==> src/rtl/retimer_pkg.sv <==
// Package for the retimer channel output select control block.
// Assumes an AHB-Lite slave with 32-bit data and word-aligned registers.
package retimer_pkg;

	// Register byte offsets
	localparam logic [7:0] adr_override = 8'h24; // Override control bits
	localparam logic [7:0] adr_force_detect = 8'h50; // Force signal detect pair
	localparam logic [7:0] adr_divider = 8'h60; // Divider field
	localparam logic [7:0] adr_mux_field = 8'h78; // Output source and clock enable
	localparam logic [7:0] adr_start_ctl = 8'hBC; // Start index override enable
	localparam logic [7:0] adr_start_idx = 8'hE4; // Start index field
	localparam logic [7:0] adr_status = 8'hF0; // Live channel status
	localparam logic [7:0] adr_table_base = 8'h00; // Boost table base, second page
	localparam logic adr_table_page = 1'b1; // Address bit 8 selects the table

	// Field positions
	localparam int bit_quad_en_a = 4; // Quadrature enable in override register
	localparam int bit_mux_ovr = 5; // Mux override
	localparam int bit_div_ovr = 2; // Divider override
	localparam int bit_force_hi = 7; // Force detect upper bit
	localparam int bit_force_lo = 6; // Force detect lower bit
	localparam int bit_start_ovr = 3; // Start index override
	localparam int bit_quad_en_b = 0; // Quadrature enable in mux register
	localparam int bit_pattern_en = 4; // Pattern generator enable
	localparam int src_lsb = 5; // Output source field low bit
	localparam int div_lsb = 4; // Divider field low bit

	// Widths
	localparam int idx_w = 5; // Adaptation index width
	localparam int table_depth = 32; // Boost table entries
	localparam logic [2:0] div_max = 3'h4; // Largest valid divider code

	// Reset values
	localparam logic [7:0] rst_override = 8'h00;
	localparam logic [7:0] rst_force = 8'h00;
	localparam logic [7:0] rst_divider = 8'h00;
	localparam logic [7:0] rst_mux = 8'hE0; // Source field at mute
	localparam logic [7:0] rst_start_ctl = 8'h00;
	localparam logic [7:0] rst_start_idx = 8'h00;

	// Output source codes
	typedef enum logic [2:0] {
		src_raw = 3'h0,
		src_retimed = 3'h1,
		src_clk_i = 3'h2,
		src_clk_q = 3'h3,
		src_pattern = 3'h4,
		src_clk_10m = 3'h5,
		src_invalid = 3'h6,
		src_mute = 3'h7
	} out_src_t;

	// Equalizer boost entry: four two-bit stages, stage 0 in the top bits
	typedef logic [7:0] boost_entry_t;

	// Adaptation request and answer
	typedef struct packed {
		logic start; // Begin adaptation
		logic [3:0] figure_of_merit; // Figure of merit of the current entry
		logic fom_valid; // Figure of merit strobe
	} adapt_in_t;

	typedef struct packed {
		logic busy; // Walk in progress
		logic [4:0] index; // Current table index
		boost_entry_t boost; // Boost setting applied now
		logic done; // One cycle at completion
	} adapt_out_t;

	// Channel output control
	typedef struct packed {
		out_src_t src; // Selected source
		logic chan_en; // Channel and driver powered
		logic osc_free; // Oscillator free-running
		logic [4:0] div_ratio; // One-hot style ratio 1..16 as shift
		logic [2:0] div_code; // Divider code 0..4
	} chan_ctl_t;

	// AHB transfer type and response codes
	localparam logic [1:0] htrans_nonseq = 2'h2;
	localparam logic [1:0] hresp_okay = 2'h0;

	// Table defaults, index 0 first
	localparam boost_entry_t boost_default [table_depth] = '{
		8'h00, 8'h01, 8'h04, 8'h10, 8'h40, 8'h08, 8'h02, 8'h80,
		8'h03, 8'h0C, 8'h30, 8'h41, 8'h50, 8'hC0, 8'h60, 8'h90,
		8'h88, 8'h82, 8'hA0, 8'h46, 8'h52, 8'h8C, 8'hB0, 8'hC8,
		8'h57, 8'h5D, 8'h69, 8'h75, 8'hD5, 8'h99, 8'h96, 8'hA5
	};

endpackage : retimer_pkg

==> src/rtl/retimer_output_select_ctl.sv <==
// Channel output select, signal detect force, divider override and
// equalizer adaptation index walk for one retimer channel.
// Assumes an AHB-Lite master on hclk; analog status pins are asynchronous.
//
// Behaviour
// - Start index from field when override set
// - Index zero walks table until best merit
// - No signal detected powers channel down, muted
// - Three-bit source code selects output
// - Unoverridden field applies only when unlocked
// - Source field resets to mute code
// - Mux override drives field regardless lock
// - Force pair one-zero forces detect on
// - Both force bits clear restores detection
// - Locked clocks and pattern follow input
// - No lock: oscillator free-runs by divider
// - Overridden mux allows free 10 MHz clock
// - Automatic divide ratio from input rate
// - Divider override takes ratio from field
// - Divider codes 0..4 give 1..16
// - Boost table of 32 four-stage entries
//
// The address map and the AHB-Lite register port are this design's own decisions.
`timescale 1ns/1ps

module retimer_output_select_ctl (
	input wire logic hclk,
	input wire logic hresetn,
	input wire logic hsel,
	input wire logic [31:0] haddr,
	input wire logic [1:0] htrans,
	input wire logic hwrite,
	input wire logic [2:0] hsize,
	input wire logic [31:0] hwdata,
	input wire logic hready,
	output logic [31:0] hrdata,
	output logic hreadyout,
	output logic hresp,
	input wire logic sig_detect_pin,
	input wire logic lock_pin,
	input wire logic [2:0] auto_div_code,
	input wire retimer_pkg::adapt_in_t adapt_in,
	output retimer_pkg::adapt_out_t adapt_out,
	output retimer_pkg::chan_ctl_t chan_ctl,
	output logic quad_clk_en,
	output logic pattern_en
);
	import retimer_pkg::*;

	// Control registers
	logic [7:0] override_r;
	logic [7:0] force_r;
	logic [7:0] divider_r;
	logic [7:0] mux_r;
	logic [7:0] start_ctl_r;
	logic [7:0] start_idx_r;
	boost_entry_t table_r [table_depth];

	// Address phase capture
	logic wr_pend_r;
	logic [8:0] wr_addr_r;
	logic [31:0] rd_data_r;

	// Synchronised status pins
	logic det_s1_r, det_s2_r, lock_s1_r, lock_s2_r;

	// Derived status
	logic detect_eff;
	logic detect_forced;
	out_src_t src_nxt;
	logic [2:0] div_nxt;

	// Adaptation walk
	typedef enum logic [2:0] {
		st_idle = 3'b001,
		st_walk = 3'b010,
		st_best = 3'b100
	} adapt_state_t;
	adapt_state_t st_r;
	logic [4:0] idx_r;
	logic [4:0] best_idx_r;
	logic [3:0] best_fom_r;
	logic [3:0] beyond_r;
	localparam logic [3:0] look_beyond = 4'h2; // Trials past a drop
	localparam logic [4:0] idx_last = 5'h1F; // Last table index

	logic acc;
	assign acc = hsel && hready && (htrans == htrans_nonseq);

	// Two-flop synchronisers for analog status
	always_ff @(posedge hclk or negedge hresetn) begin
		if (!hresetn) begin
			det_s1_r <= 1'b0;
			det_s2_r <= 1'b0;
			lock_s1_r <= 1'b0;
			lock_s2_r <= 1'b0;
		end else begin
			det_s1_r <= sig_detect_pin;
			det_s2_r <= det_s1_r;
			lock_s1_r <= lock_pin;
			lock_s2_r <= lock_s1_r;
		end
	end

	// Write address capture for the data phase
	always_ff @(posedge hclk or negedge hresetn) begin
		if (!hresetn) begin
			wr_pend_r <= 1'b0;
			wr_addr_r <= '0;
		end else begin
			wr_pend_r <= acc && hwrite;
			if (acc) begin
				wr_addr_r <= haddr[8:0];
			end
		end
	end

	// Control register writes
	always_ff @(posedge hclk or negedge hresetn) begin
		if (!hresetn) begin
			override_r <= rst_override;
			force_r <= rst_force;
			divider_r <= rst_divider;
			mux_r <= rst_mux;
			start_ctl_r <= rst_start_ctl;
			start_idx_r <= rst_start_idx;
		end else if (wr_pend_r && (wr_addr_r[8] != adr_table_page)) begin
			// Address decode
			if (wr_addr_r[7:0] == adr_override) begin
				override_r <= hwdata[7:0];
			end else if (wr_addr_r[7:0] == adr_force_detect) begin
				force_r <= hwdata[7:0];
			end else if (wr_addr_r[7:0] == adr_divider) begin
				divider_r <= hwdata[7:0];
			end else if (wr_addr_r[7:0] == adr_mux_field) begin
				mux_r <= hwdata[7:0];
			end else if (wr_addr_r[7:0] == adr_start_ctl) begin
				start_ctl_r <= hwdata[7:0];
			end else if (wr_addr_r[7:0] == adr_start_idx) begin
				start_idx_r <= hwdata[7:0];
			end
		end
	end

	// Boost table, one entry per word
	genvar gi;
	generate
		for (gi = 0; gi < table_depth; gi++) begin : g_table
			always_ff @(posedge hclk or negedge hresetn) begin
				if (!hresetn) begin
					table_r[gi] <= boost_default[gi];
				end else if (wr_pend_r && (wr_addr_r[8] == adr_table_page)
						&& (wr_addr_r[6:2] == 5'(gi)) && (wr_addr_r[7] == 1'b0)) begin
					table_r[gi] <= hwdata[7:0];
				end
			end
		end
	endgenerate

	// Read data, registered in the address phase
	always_ff @(posedge hclk or negedge hresetn) begin
		if (!hresetn) begin
			rd_data_r <= '0;
		end else if (acc && !hwrite) begin
			rd_data_r <= '0;
			if (haddr[8] == adr_table_page) begin
				if (haddr[7] == 1'b0) begin
					rd_data_r <= {24'h000000, table_r[haddr[6:2]]};
				end
			end else if (haddr[7:0] == adr_override) begin
				rd_data_r <= {24'h000000, override_r};
			end else if (haddr[7:0] == adr_force_detect) begin
				rd_data_r <= {24'h000000, force_r};
			end else if (haddr[7:0] == adr_divider) begin
				rd_data_r <= {24'h000000, divider_r};
			end else if (haddr[7:0] == adr_mux_field) begin
				rd_data_r <= {24'h000000, mux_r};
			end else if (haddr[7:0] == adr_start_ctl) begin
				rd_data_r <= {24'h000000, start_ctl_r};
			end else if (haddr[7:0] == adr_start_idx) begin
				rd_data_r <= {24'h000000, start_idx_r};
			end else if (haddr[7:0] == adr_status) begin
				// Live status word
				rd_data_r <= {13'h0000, idx_r, 4'h0, chan_ctl.div_code,
					chan_ctl.src, chan_ctl.osc_free, chan_ctl.chan_en,
					lock_s2_r, detect_eff};
			end
		end
	end

	assign hrdata = rd_data_r;
	assign hreadyout = 1'b1;
	assign hresp = hresp_okay[0];

	assign detect_forced = force_r[bit_force_hi] && !force_r[bit_force_lo];
	assign detect_eff = detect_forced || det_s2_r;

	always_comb begin
		if (!detect_eff) begin
			src_nxt = src_mute;
		end else if (override_r[bit_mux_ovr]) begin
			src_nxt = out_src_t'(mux_r[src_lsb +: 3]);
		end else if (lock_s2_r) begin
			src_nxt = src_retimed;
		end else begin
			src_nxt = out_src_t'(mux_r[src_lsb +: 3]);
		end
		// Invalid code drives nothing
		if (src_nxt == src_invalid) begin
			src_nxt = src_mute;
		end
	end

	always_comb begin
		if (override_r[bit_div_ovr]) begin
			div_nxt = divider_r[div_lsb +: 3];
		end else begin
			div_nxt = auto_div_code;
		end
		// Codes above 4 clamp to 4
		if (div_nxt > div_max) begin
			div_nxt = div_max;
		end
	end

	// Registered channel control outputs
	always_ff @(posedge hclk or negedge hresetn) begin
		if (!hresetn) begin
			chan_ctl <= '{src: src_mute, chan_en: 1'b0, osc_free: 1'b1,
				div_ratio: 5'h01, div_code: 3'h0};
			quad_clk_en <= 1'b0;
			pattern_en <= 1'b0;
		end else begin
			chan_ctl.src <= src_nxt;
			chan_ctl.chan_en <= detect_eff;
			// Free-run without lock, else tracks input
			chan_ctl.osc_free <= !lock_s2_r;
			chan_ctl.div_ratio <= 5'h01 << div_nxt;
			chan_ctl.div_code <= div_nxt;
			quad_clk_en <= override_r[bit_quad_en_a] && mux_r[bit_quad_en_b];
			pattern_en <= mux_r[bit_pattern_en];
		end
	end

	// Adaptation walk state machine
	always_ff @(posedge hclk or negedge hresetn) begin
		if (!hresetn) begin
			st_r <= st_idle;
			idx_r <= '0;
			best_idx_r <= '0;
			best_fom_r <= '0;
			beyond_r <= '0;
		end else begin
			case (st_r)
				st_idle: begin
					if (adapt_in.start) begin
						idx_r <= start_ctl_r[bit_start_ovr] ? start_idx_r[idx_w-1:0] : '0;
						best_idx_r <= start_ctl_r[bit_start_ovr] ? start_idx_r[idx_w-1:0] : '0;
						best_fom_r <= '0;
						beyond_r <= '0;
						st_r <= st_walk;
					end
				end
				st_walk: begin
					if (adapt_in.fom_valid) begin
						if (adapt_in.figure_of_merit > best_fom_r) begin
							best_fom_r <= adapt_in.figure_of_merit;
							best_idx_r <= idx_r;
							beyond_r <= '0;
						end else begin
							beyond_r <= beyond_r + 4'h1;
						end
						if (idx_r == idx_last || (adapt_in.figure_of_merit <= best_fom_r && beyond_r >= look_beyond)) begin
							st_r <= st_best;
						end else begin
							idx_r <= idx_r + 5'h01;
						end
					end
				end
				st_best: begin
					idx_r <= best_idx_r;
					st_r <= st_idle;
				end
				default: st_r <= st_idle;
			endcase
		end
	end

	// Adaptation outputs
	always_ff @(posedge hclk or negedge hresetn) begin
		if (!hresetn) begin
			adapt_out <= '0;
		end else begin
			adapt_out.busy <= (st_r != st_idle);
			adapt_out.index <= (st_r == st_best) ? best_idx_r : idx_r;
			adapt_out.boost <= table_r[(st_r == st_best) ? best_idx_r : idx_r];
			adapt_out.done <= (st_r == st_best);
		end
	end

endmodule : retimer_output_select_ctl

==> config.mk <==
export PLATFORM = sky130hd
export DESIGN_NAME = retimer_output_select_ctl
export DESIGN_NICKNAME = d
export VERILOG_FILES = /design/src/rtl/retimer_pkg.sv /design/src/rtl/retimer_output_select_ctl.sv
export SDC_FILE = /design/constraint.sdc
export NUM_CORES = 1
export LEC_CHECK = 0
export ABC_CLOCK_PERIOD_IN_PS = 6400
export BUFFER_PORTS_ARGS = -buffer_cell sky130_fd_sc_hd__clkbuf_2
export CORE_ASPECT_RATIO = 0.7
export CORE_MARGIN = 3
export CORE_UTILIZATION = 49
export DETAILED_ROUTE_END_ITERATION = 8
export GPL_TIMING_DRIVEN = 0
export PLACE_DENSITY_LB_ADDON = 0.25
export RECOVER_POWER = 25
export SKIP_LAST_GASP = 1
export SYNTH_ARGS = -nofsm -noshare
export SYNTH_HDL_FRONTEND = slang
export SYNTH_SLANG_ARGS = --single-unit
==> constraint.sdc <==
create_clock -name hclk -period 6.4 [get_ports hclk]
set_input_delay 0.64 -clock hclk [delete_from_list [all_inputs] [get_ports hclk]]
set_output_delay 0.64 -clock hclk [all_outputs]
set_load 0.05 [all_outputs]
==> metrics.txt, run 1 <==
# TYPE chip_impl_metric gauge
chip_impl_info{name="status",value="complete, but fails checks"} 1
chip_impl_info{name="violated_checks",value="max-capacitance violations, max-slew violations"} 1
chip_impl_metric{name="static-leakage-power",unit="nW"} 9.68
chip_impl_metric{name="floorplan.initialDensity",unit="%"} 49.9
chip_impl_metric{name="max_clock_freq",unit="MHz"} 266
chip_impl_info{name="timing.hold.worst.class",value="in2reg"} 1
chip_impl_metric{name="final_antenna_net_count",unit=""} 0
chip_impl_info{name="cts_tree",value="done"} 1
chip_impl_metric{name="hold_slack",unit="ps"} 203
chip_impl_metric{name="cp.required",unit="ps"} 6730
chip_impl_metric{name="stdcell_count",unit=""} 2367
chip_impl_metric{name="final_net_count",unit=""} 1894
chip_impl_metric{name="worst_setup_hold_path_clk_slew",unit="ps"} 60
chip_impl_metric{name="grt_use_total",unit="%"} 31.7
chip_impl_metric{name="place.detailed.instances",unit=""} 2295
chip_impl_info{name="timing.critical_path.from_type",value="flip-flop"} 1
chip_impl_metric{name="cts.hold.buffers_added",unit=""} 0
chip_impl_metric{name="rows",unit=""} 61
chip_impl_info{name="synth_flop_cell",value="dfrtp_1"} 1
chip_impl_metric{name="clock_sinks",unit=""} 384
chip_impl_metric{name="drt_first_iter_violations",unit=""} 2500
chip_impl_info{name="layout_common_cells",value="mux2_2 (318), dfrtp_1 (295), nand2_1 (234)"} 1
chip_impl_metric{name="io_pins",unit=""} 149
chip_impl_metric{name="cts_repair_resize_count",unit=""} 0
chip_impl_metric{name="timing_max_transition_violations_final",unit=""} 74
chip_impl_metric{name="die_area",unit="sq um"} 43100
chip_impl_metric{name="fin_crit_sh",unit="%"} 58.7
chip_impl_metric{name="powerDensity",unit="nW/um^2"} 321
chip_impl_info{name="global_route.peak_usage_layer",value="met1"} 1
chip_impl_metric{name="clock_tree.buffer_depth",unit=""} 3
chip_impl_metric{name="cap_violations",unit=""} 2
chip_impl_metric{name="place.detailed.hpwl",unit="microns"} 48800
chip_impl_metric{name="cts_post_setup_buffers_inserted",unit=""} 0
chip_impl_metric{name="core_region_area",unit="sq um"} 39900
chip_impl_metric{name="maximum_number_of_pins_on_one_net_before_global_route_repair",unit=""} 87
chip_impl_metric{name="initial_antenna_violation_count",unit=""} 2
chip_impl_metric{name="slew-limit-headroom",unit="%"} -147
chip_impl_metric{name="min_path_cells",unit=""} 1
chip_impl_metric{name="floorplan.die.width",unit="microns"} 247
chip_impl_metric{name="floorplan.die.height",unit="microns"} 175
chip_impl_metric{name="yosys.cell_types.count",unit=""} 69
chip_impl_info{name="cp-end-kind",value="flip-flop"} 1
chip_impl_metric{name="drc",unit=""} 0
chip_impl_metric{name="synth-edff-count",unit=""} 0
chip_impl_metric{name="postSynth.asyncResetShare",unit="%"} 100
chip_impl_metric{name="port_buffers",unit=""} 68
chip_impl_metric{name="yosys_warnings",unit=""} 0
chip_impl_metric{name="route.final.wire_length",unit="microns"} 67900
chip_impl_metric{name="first_global_vias",unit=""} 14700
chip_impl_metric{name="grt.met3_usage",unit="%"} 14.1
chip_impl_metric{name="routedWlPerCell",unit="microns"} 28.7
chip_impl_metric{name="cts_max_level",unit=""} 2
chip_impl_metric{name="drt-vias-per-instance",unit=""} 6.45
chip_impl_metric{name="worst_slew_pin_slew",unit="ps"} 3700
chip_impl_metric{name="areaGrowthSynthToFinish",unit="%"} 12.8
chip_impl_metric{name="setup-violations-final",unit=""} 0
chip_impl_info{name="critical_path_class",value="reg2reg"} 1
chip_impl_metric{name="drtPass1Iterations",unit=""} 9
chip_impl_info{name="cts_root_buffer",value="clkbuf_16"} 1
chip_impl_info{name="netlist.top_cell.by_area",value="dfrtp_1"} 1
chip_impl_metric{name="fin_setup_tns",unit="ps"} 0
chip_impl_metric{name="final-hold-violation-count",unit=""} 0
chip_impl_metric{name="vdd.ir_drop.worst",unit="mV"} 0.223
chip_impl_metric{name="seq_area_frac_synth",unit="%"} 48.8
chip_impl_metric{name="cts_inserted_buffers",unit=""} 39
chip_impl_info{name="layout.cells.most_common",value="mux2_2"} 1
chip_impl_metric{name="grt_use_met1",unit="%"} 46.4
chip_impl_metric{name="layout_min_cycle_time",unit="ps"} 3760
chip_impl_info{name="rsz0062_at_grt",value="false"} 1
chip_impl_metric{name="wire_length_of_the_first_global_routing_pass",unit="microns"} 99400
chip_impl_metric{name="worst_skew_pair_later_pin_latency",unit="ps"} 550
chip_impl_metric{name="place.gp.congestion",unit=""} 1.07
chip_impl_metric{name="grt_remaining_overflow",unit=""} 0
chip_impl_metric{name="final_layout_size_suffix_gt1_share",unit="%"} 38.0
chip_impl_metric{name="num_vias",unit=""} 15300
chip_impl_metric{name="synth_top_area_share",unit="%"} 37.1
chip_impl_metric{name="syn_avg_cell_area",unit="sq um"} 11.9
chip_impl_metric{name="final.setup_skew",unit="ps"} 21.4
chip_impl_metric{name="use_met2",unit="%"} 42.2
chip_impl_metric{name="crit_arrival",unit="ps"} 4080
chip_impl_metric{name="synthCells",unit=""} 1670
chip_impl_metric{name="syn-cell-area",unit="sq um"} 19900
chip_impl_info{name="synth.top_cells.by_area",value="dfrtp_1 (37%), mux2_2 (18%), dfstp_2 (12%)"} 1
chip_impl_metric{name="ys_seq_elements",unit=""} 384
chip_impl_metric{name="crit_fanout",unit=""} 8
chip_impl_metric{name="r2r.worst_path.cells",unit=""} 8
[sequential cells by signal (all words and copies together), names as in the netlist, 8 cells and up]
name / cells
force_r: 8
start_idx_r: 8
chan_ctl: 13
divider_r: 8
hrdata: 15
wr_addr_r: 9
adapt_out: 15
override_r: 8
table_r: 256
mux_r: 8
start_ctl_r: 8
[per-stage QoR]
stage	utilization [%]	power (W)	worst slack, ps	cell area [sq um]
floorplan	-	0.00399	3830	20000
global placement	52.6	0.00467	-3710	21000
detailed placement	52.9	0.00470	2830	21100
CTS	56.3	0.00714	2890	22500
global route	56.3	0.00743	2250	22500
finish	56.3	0.00721	2640	22500
[cell type report]
type                            count  area, sq um
Timing Repair Buffer               73          457
Clock buffer                       57         1130
Sequential cell                   384         9720
Fill cell                        3377        17500
Inverter                           21         90.1
Tap cell                          535          669
Clock inverter                     14          224
Multi-Input combinational cell   1146         9490
Buffer                            136          684
Antenna cell                        1         2.50
[metal layers]
metal,up-vias,share of wire (%)
li1,6312,-
met1,7775,42
met2,999,40
met3,176,15
met4,4,3.4
met5,-,0.040
[path summary, 6_finish.rpt]
path	slack, ps	end	start
min in group asynchronous	1370	beyond_r[3]	hresetn
worst min register to register	350	det_s2_r	det_s1_r
max in group asynchronous	2960	table_r[131]	hresetn
worst max register to register	2640	adapt_out[8]	st_r[1]
worst max-delay path	2640	adapt_out[8]	st_r[1]
worst min-delay path	200	det_s1_r	sig_detect_pin
[worst max-delay path, cell delays in order (launching register included)]
cell and delay (ps):
dfrtp_1 390, or3b_1 390, buf_6 170, mux2i_4 360
inv_1 280, nor2_1 910, a21boi_0 700, or4_1 240
a211oi_2 90
[cell usage after synthesis, types with 4 or more instances]
cell type,n
a22o_1,13
nand2_1,234
mux2_2,318
ha_1,8
dfrtp_1,295
nor3_1,26
mux4_2,73
buf_4,24
a222oi_1,4
nor2b_1,16
a22oi_1,19
buf_2,31
a32oi_1,7
nor3_2,4
buf_1,13
clkbuf_1,62
mux2i_1,54
a31oi_1,15
o21ai_0,32
a211oi_1,14
o22ai_1,14
a21oi_1,31
nand2b_1,7
and2_1,4
nand3_1,77
a21o_1,6
and3_1,12
buf_6,6
nor2_1,72
nand4_1,12
a221oi_1,8
dfstp_2,89
inv_1,17
[kinds of logic (layout without fill, tap and decap cells)]
logic type | after synthesis | after routing | share of synthesized area, %
AOI/OAI and AO/OA | 183 | 183 | 6.31
xor gates and xnor gates | 3 | 3 | 0.132
adders and majority gates | 8 | 8 | 0.503
buffers and inverters | 157 | 301 | 3.89
DFF | 384 | 384 | 48.8
muxes | 449 | 449 | 29.3
other | 2 | 20 | 0.0377
and+or+nand+nor | 484 | 484 | 11.0
[power breakdown]
group          internal (W)  total [W]  switching, W
clock network       0.00147    0.00246      0.000991
logic              0.000594    0.00200       0.00140
registers           0.00262    0.00275      0.000130
No activity file was read; power rests on OpenSTA's default activity.
==> inputs of run 2 (changes only) <==
Settings changed: ABC_CLOCK_PERIOD_IN_PS 6400 to 3800.
Clock period 6.4 ns to 3.8 ns, I/O delays scaled along.
==> metrics.txt, run 2 (same netlist as run 1, synthesis figures left out) <==
# TYPE chip_impl_metric gauge
chip_impl_metric{name="areaGrowthSynthToFinish",unit="%"} 12.8
chip_impl_metric{name="r2r.worst_path.cells",unit=""} 8
chip_impl_metric{name="final_layout_size_suffix_gt1_share",unit="%"} 37.8
chip_impl_metric{name="final.setup_skew",unit="ps"} 20.3
chip_impl_metric{name="floorplan.die.height",unit="microns"} 175
chip_impl_metric{name="vdd.ir_drop.worst",unit="mV"} 0.371
chip_impl_metric{name="initial_antenna_violation_count",unit=""} 2
chip_impl_metric{name="io_pins",unit=""} 149
chip_impl_metric{name="number_of_flip_flops_in_the_largest_register",unit=""} 256
chip_impl_info{name="regMostFlops",value="table_r"} 1
chip_impl_info{name="timing.critical_path.from_type",value="flip-flop"} 1
chip_impl_metric{name="cts_inserted_buffers",unit=""} 39
chip_impl_info{name="cts_root_buffer",value="clkbuf_16"} 1
chip_impl_metric{name="fin_crit_sh",unit="%"} 99.8
chip_impl_info{name="crit-reg2reg-launch",value="st_r[1]"} 1
chip_impl_metric{name="die_area",unit="sq um"} 43100
chip_impl_metric{name="drtPass1Iterations",unit=""} 7
chip_impl_metric{name="crit_fanout",unit=""} 8
chip_impl_metric{name="num_vias",unit=""} 15400
chip_impl_info{name="violated_checks",value="max-capacitance violations, max-slew violations"} 1
chip_impl_metric{name="maximum_number_of_pins_on_one_net_before_global_route_repair",unit=""} 87
chip_impl_metric{name="grt_use_total",unit="%"} 31.7
chip_impl_info{name="layout_common_cells",value="mux2_2 (317), dfrtp_1 (295), nand2_1 (234)"} 1
chip_impl_metric{name="crit_arrival",unit="ps"} 4120
chip_impl_info{name="cp-end-kind",value="flip-flop"} 1
chip_impl_metric{name="drt_first_iter_violations",unit=""} 2445
chip_impl_metric{name="first_global_vias",unit=""} 14700
chip_impl_metric{name="cp.required",unit="ps"} 4130
chip_impl_metric{name="routedWlPerCell",unit="microns"} 28.7
chip_impl_metric{name="cap_violations",unit=""} 2
chip_impl_metric{name="worst_skew_pair_later_pin_latency",unit="ps"} 550
chip_impl_metric{name="clock_sinks",unit=""} 384
chip_impl_metric{name="worst_slew_pin_slew",unit="ps"} 1590
chip_impl_metric{name="final-hold-violation-count",unit=""} 0
chip_impl_metric{name="clock_tree.buffer_depth",unit=""} 3
chip_impl_metric{name="placedInstanceArea",unit="sq um"} 21100
chip_impl_metric{name="max_clock_freq",unit="MHz"} 264
chip_impl_metric{name="power.net_switching",unit="W"} 0.00426
chip_impl_metric{name="gate_power_share",unit="%"} 27.7
chip_impl_info{name="timing.hold.worst_endpoint",value="chan_ctl[7]"} 1
chip_impl_metric{name="internal_power",unit="W"} 0.00788
chip_impl_metric{name="power_frac_seq",unit="%"} 38.2
chip_impl_info{name="global_route.peak_usage_layer",value="met1"} 1
chip_impl_metric{name="min_path_cells",unit=""} 2
chip_impl_metric{name="drt-vias-per-instance",unit=""} 6.50
chip_impl_info{name="rsz0062_at_grt",value="false"} 1
chip_impl_metric{name="fin_setup_tns",unit="ps"} 0
chip_impl_metric{name="grt.met3_usage",unit="%"} 14.1
chip_impl_metric{name="drc",unit=""} 0
chip_impl_metric{name="cts_max_level",unit=""} 2
chip_impl_info{name="status",value="complete, but fails checks"} 1
chip_impl_metric{name="rows",unit=""} 61
chip_impl_metric{name="reg2reg_slack",unit="ps"} 7
chip_impl_metric{name="cts_post_setup_buffers_inserted",unit=""} 0
chip_impl_metric{name="core_region_area",unit="sq um"} 39900
chip_impl_metric{name="route.final.wire_length",unit="microns"} 68000
chip_impl_info{name="layout.cells.most_common",value="mux2_2"} 1
chip_impl_metric{name="slew-limit-headroom",unit="%"} -5.87
chip_impl_metric{name="floorplan.initialDensity",unit="%"} 49.9
chip_impl_info{name="critical_path_class",value="reg2reg"} 1
chip_impl_metric{name="cts_repair_resize_count",unit=""} 0
chip_impl_metric{name="setup-violations-final",unit=""} 0
chip_impl_metric{name="wire_length_of_the_first_global_routing_pass",unit="microns"} 99400
chip_impl_info{name="r2r_end",value="adapt_out[8]"} 1
chip_impl_metric{name="powerDensity",unit="nW/um^2"} 541
chip_impl_metric{name="layout_min_cycle_time",unit="ps"} 3790
chip_impl_metric{name="place.detailed.hpwl",unit="microns"} 48800
chip_impl_metric{name="floorplan.die.width",unit="microns"} 247
chip_impl_metric{name="grt_use_met1",unit="%"} 46.4
chip_impl_info{name="cts_tree",value="done"} 1
chip_impl_info{name="timing.hold.worst.class",value="in2reg"} 1
chip_impl_metric{name="worst_setup_hold_path_clk_slew",unit="ps"} 70
chip_impl_info{name="ordered_list_of_cells_on_the_worst_path",value="or3b_1 -> buf_6 -> mux2i_4 -> inv_1 -> nor2_1 -> a21boi_0 -> or4_1 -> a211oi_2"} 1
chip_impl_metric{name="grt_remaining_overflow",unit=""} 0
chip_impl_info{name="worst_path_max_delay_cell",value="nor2_1"} 1
chip_impl_metric{name="cts.hold.buffers_added",unit=""} 3
chip_impl_metric{name="final_antenna_net_count",unit=""} 0
chip_impl_metric{name="clkPwrFrac",unit="%"} 34.1
chip_impl_metric{name="timing_max_transition_violations_final",unit=""} 76
chip_impl_metric{name="use_met2",unit="%"} 42.2
chip_impl_metric{name="static-leakage-power",unit="nW"} 9.67
chip_impl_metric{name="final_net_count",unit=""} 1897
chip_impl_info{name="worstHoldStart",value="auto_div_code[2]"} 1
chip_impl_metric{name="place.gp.congestion",unit=""} 1.07
chip_impl_metric{name="critical_path.max_stage_delay",unit="ps"} 920
chip_impl_metric{name="switching_part_of_the_total",unit="%"} 35.1
chip_impl_metric{name="finish.instance_area",unit="sq um"} 22500
chip_impl_metric{name="port_buffers",unit=""} 68
[run 2: power by group through the flow]
stage | logic, W | registers (W) | clock network (W)
final | 0.00337 | 0.00463 | 0.00414
after global routing | 0.00351 | 0.00467 | 0.00433
after CTS | 0.00323 | 0.00463 | 0.00416
after detailed placement | 0.00322 | 0.00470 | 0
after global placement | 0.00318 | 0.00469 | 0
after floorplan | 0.00177 | 0.00495 | 0
[run 2: worst max-delay path, delay by kind of cell (launching register included)]
family	cells	cell delay [ps]
AO/OA/AOI/OAI	2	770
multiplexers	1	390
AND/OR/NAND/NOR	3	1540
buffers and inverters	2	460
flip-flops	1	400
[run 2: worst max path at each step]
stage | end | startpoint | slack, ps | depth (start not counted)
global route | adapt_out[8] | st_r[1] | 20 | 8
finish | adapt_out[8] | st_r[1] | 7 | 8
detailed placement | adapt_out[8] | st_r[1] | 320 | 10
global placement | table_r[21] | hresetn | -6050 | 1
CTS | adapt_out[8] | st_r[1] | 290 | 10
floorplan | adapt_out[7] | st_r[1] | 1370 | 10
[run 2: cell type report]
cell class,count,area [sq um]
Antenna cell,1,2.50
Buffer,136,681
Clock buffer,57,1130
Clock inverter,14,224
Fill cell,3380,17500
Inverter,21,90.1
Multi-Input combinational cell,1146,9490
Sequential cell,384,9720
Tap cell,535,669
Timing Repair Buffer,76,448
[run 2: through the flow]
step | power, W | setup WS, ps | hold slack [ps] | utilization, % | instances
after CTS | 0.0120 | 295 | 75.9 | 56.4 | 2369
after detailed placement | 0.00792 | 318 | 337 | 52.9 | 2295
after floorplan | 0.00672 | 1370 | 84.4 | - | 1687
final | 0.0121 | 7.20 | 76.0 | 56.2 | 2370
after global routing | 0.0125 | 24.2 | 86.8 | 56.2 | 2369
after global placement | 0.00787 | -6050 | 333 | 52.6 | 2290
[run 2: layer usage]
metal | part of all wire (%) | up-vias
met5 | 0.13 | -
met2 | 40 | 1113
met4 | 3.5 | 4
li1 | - | 6321
met1 | 41 | 7770
met3 | 16 | 195
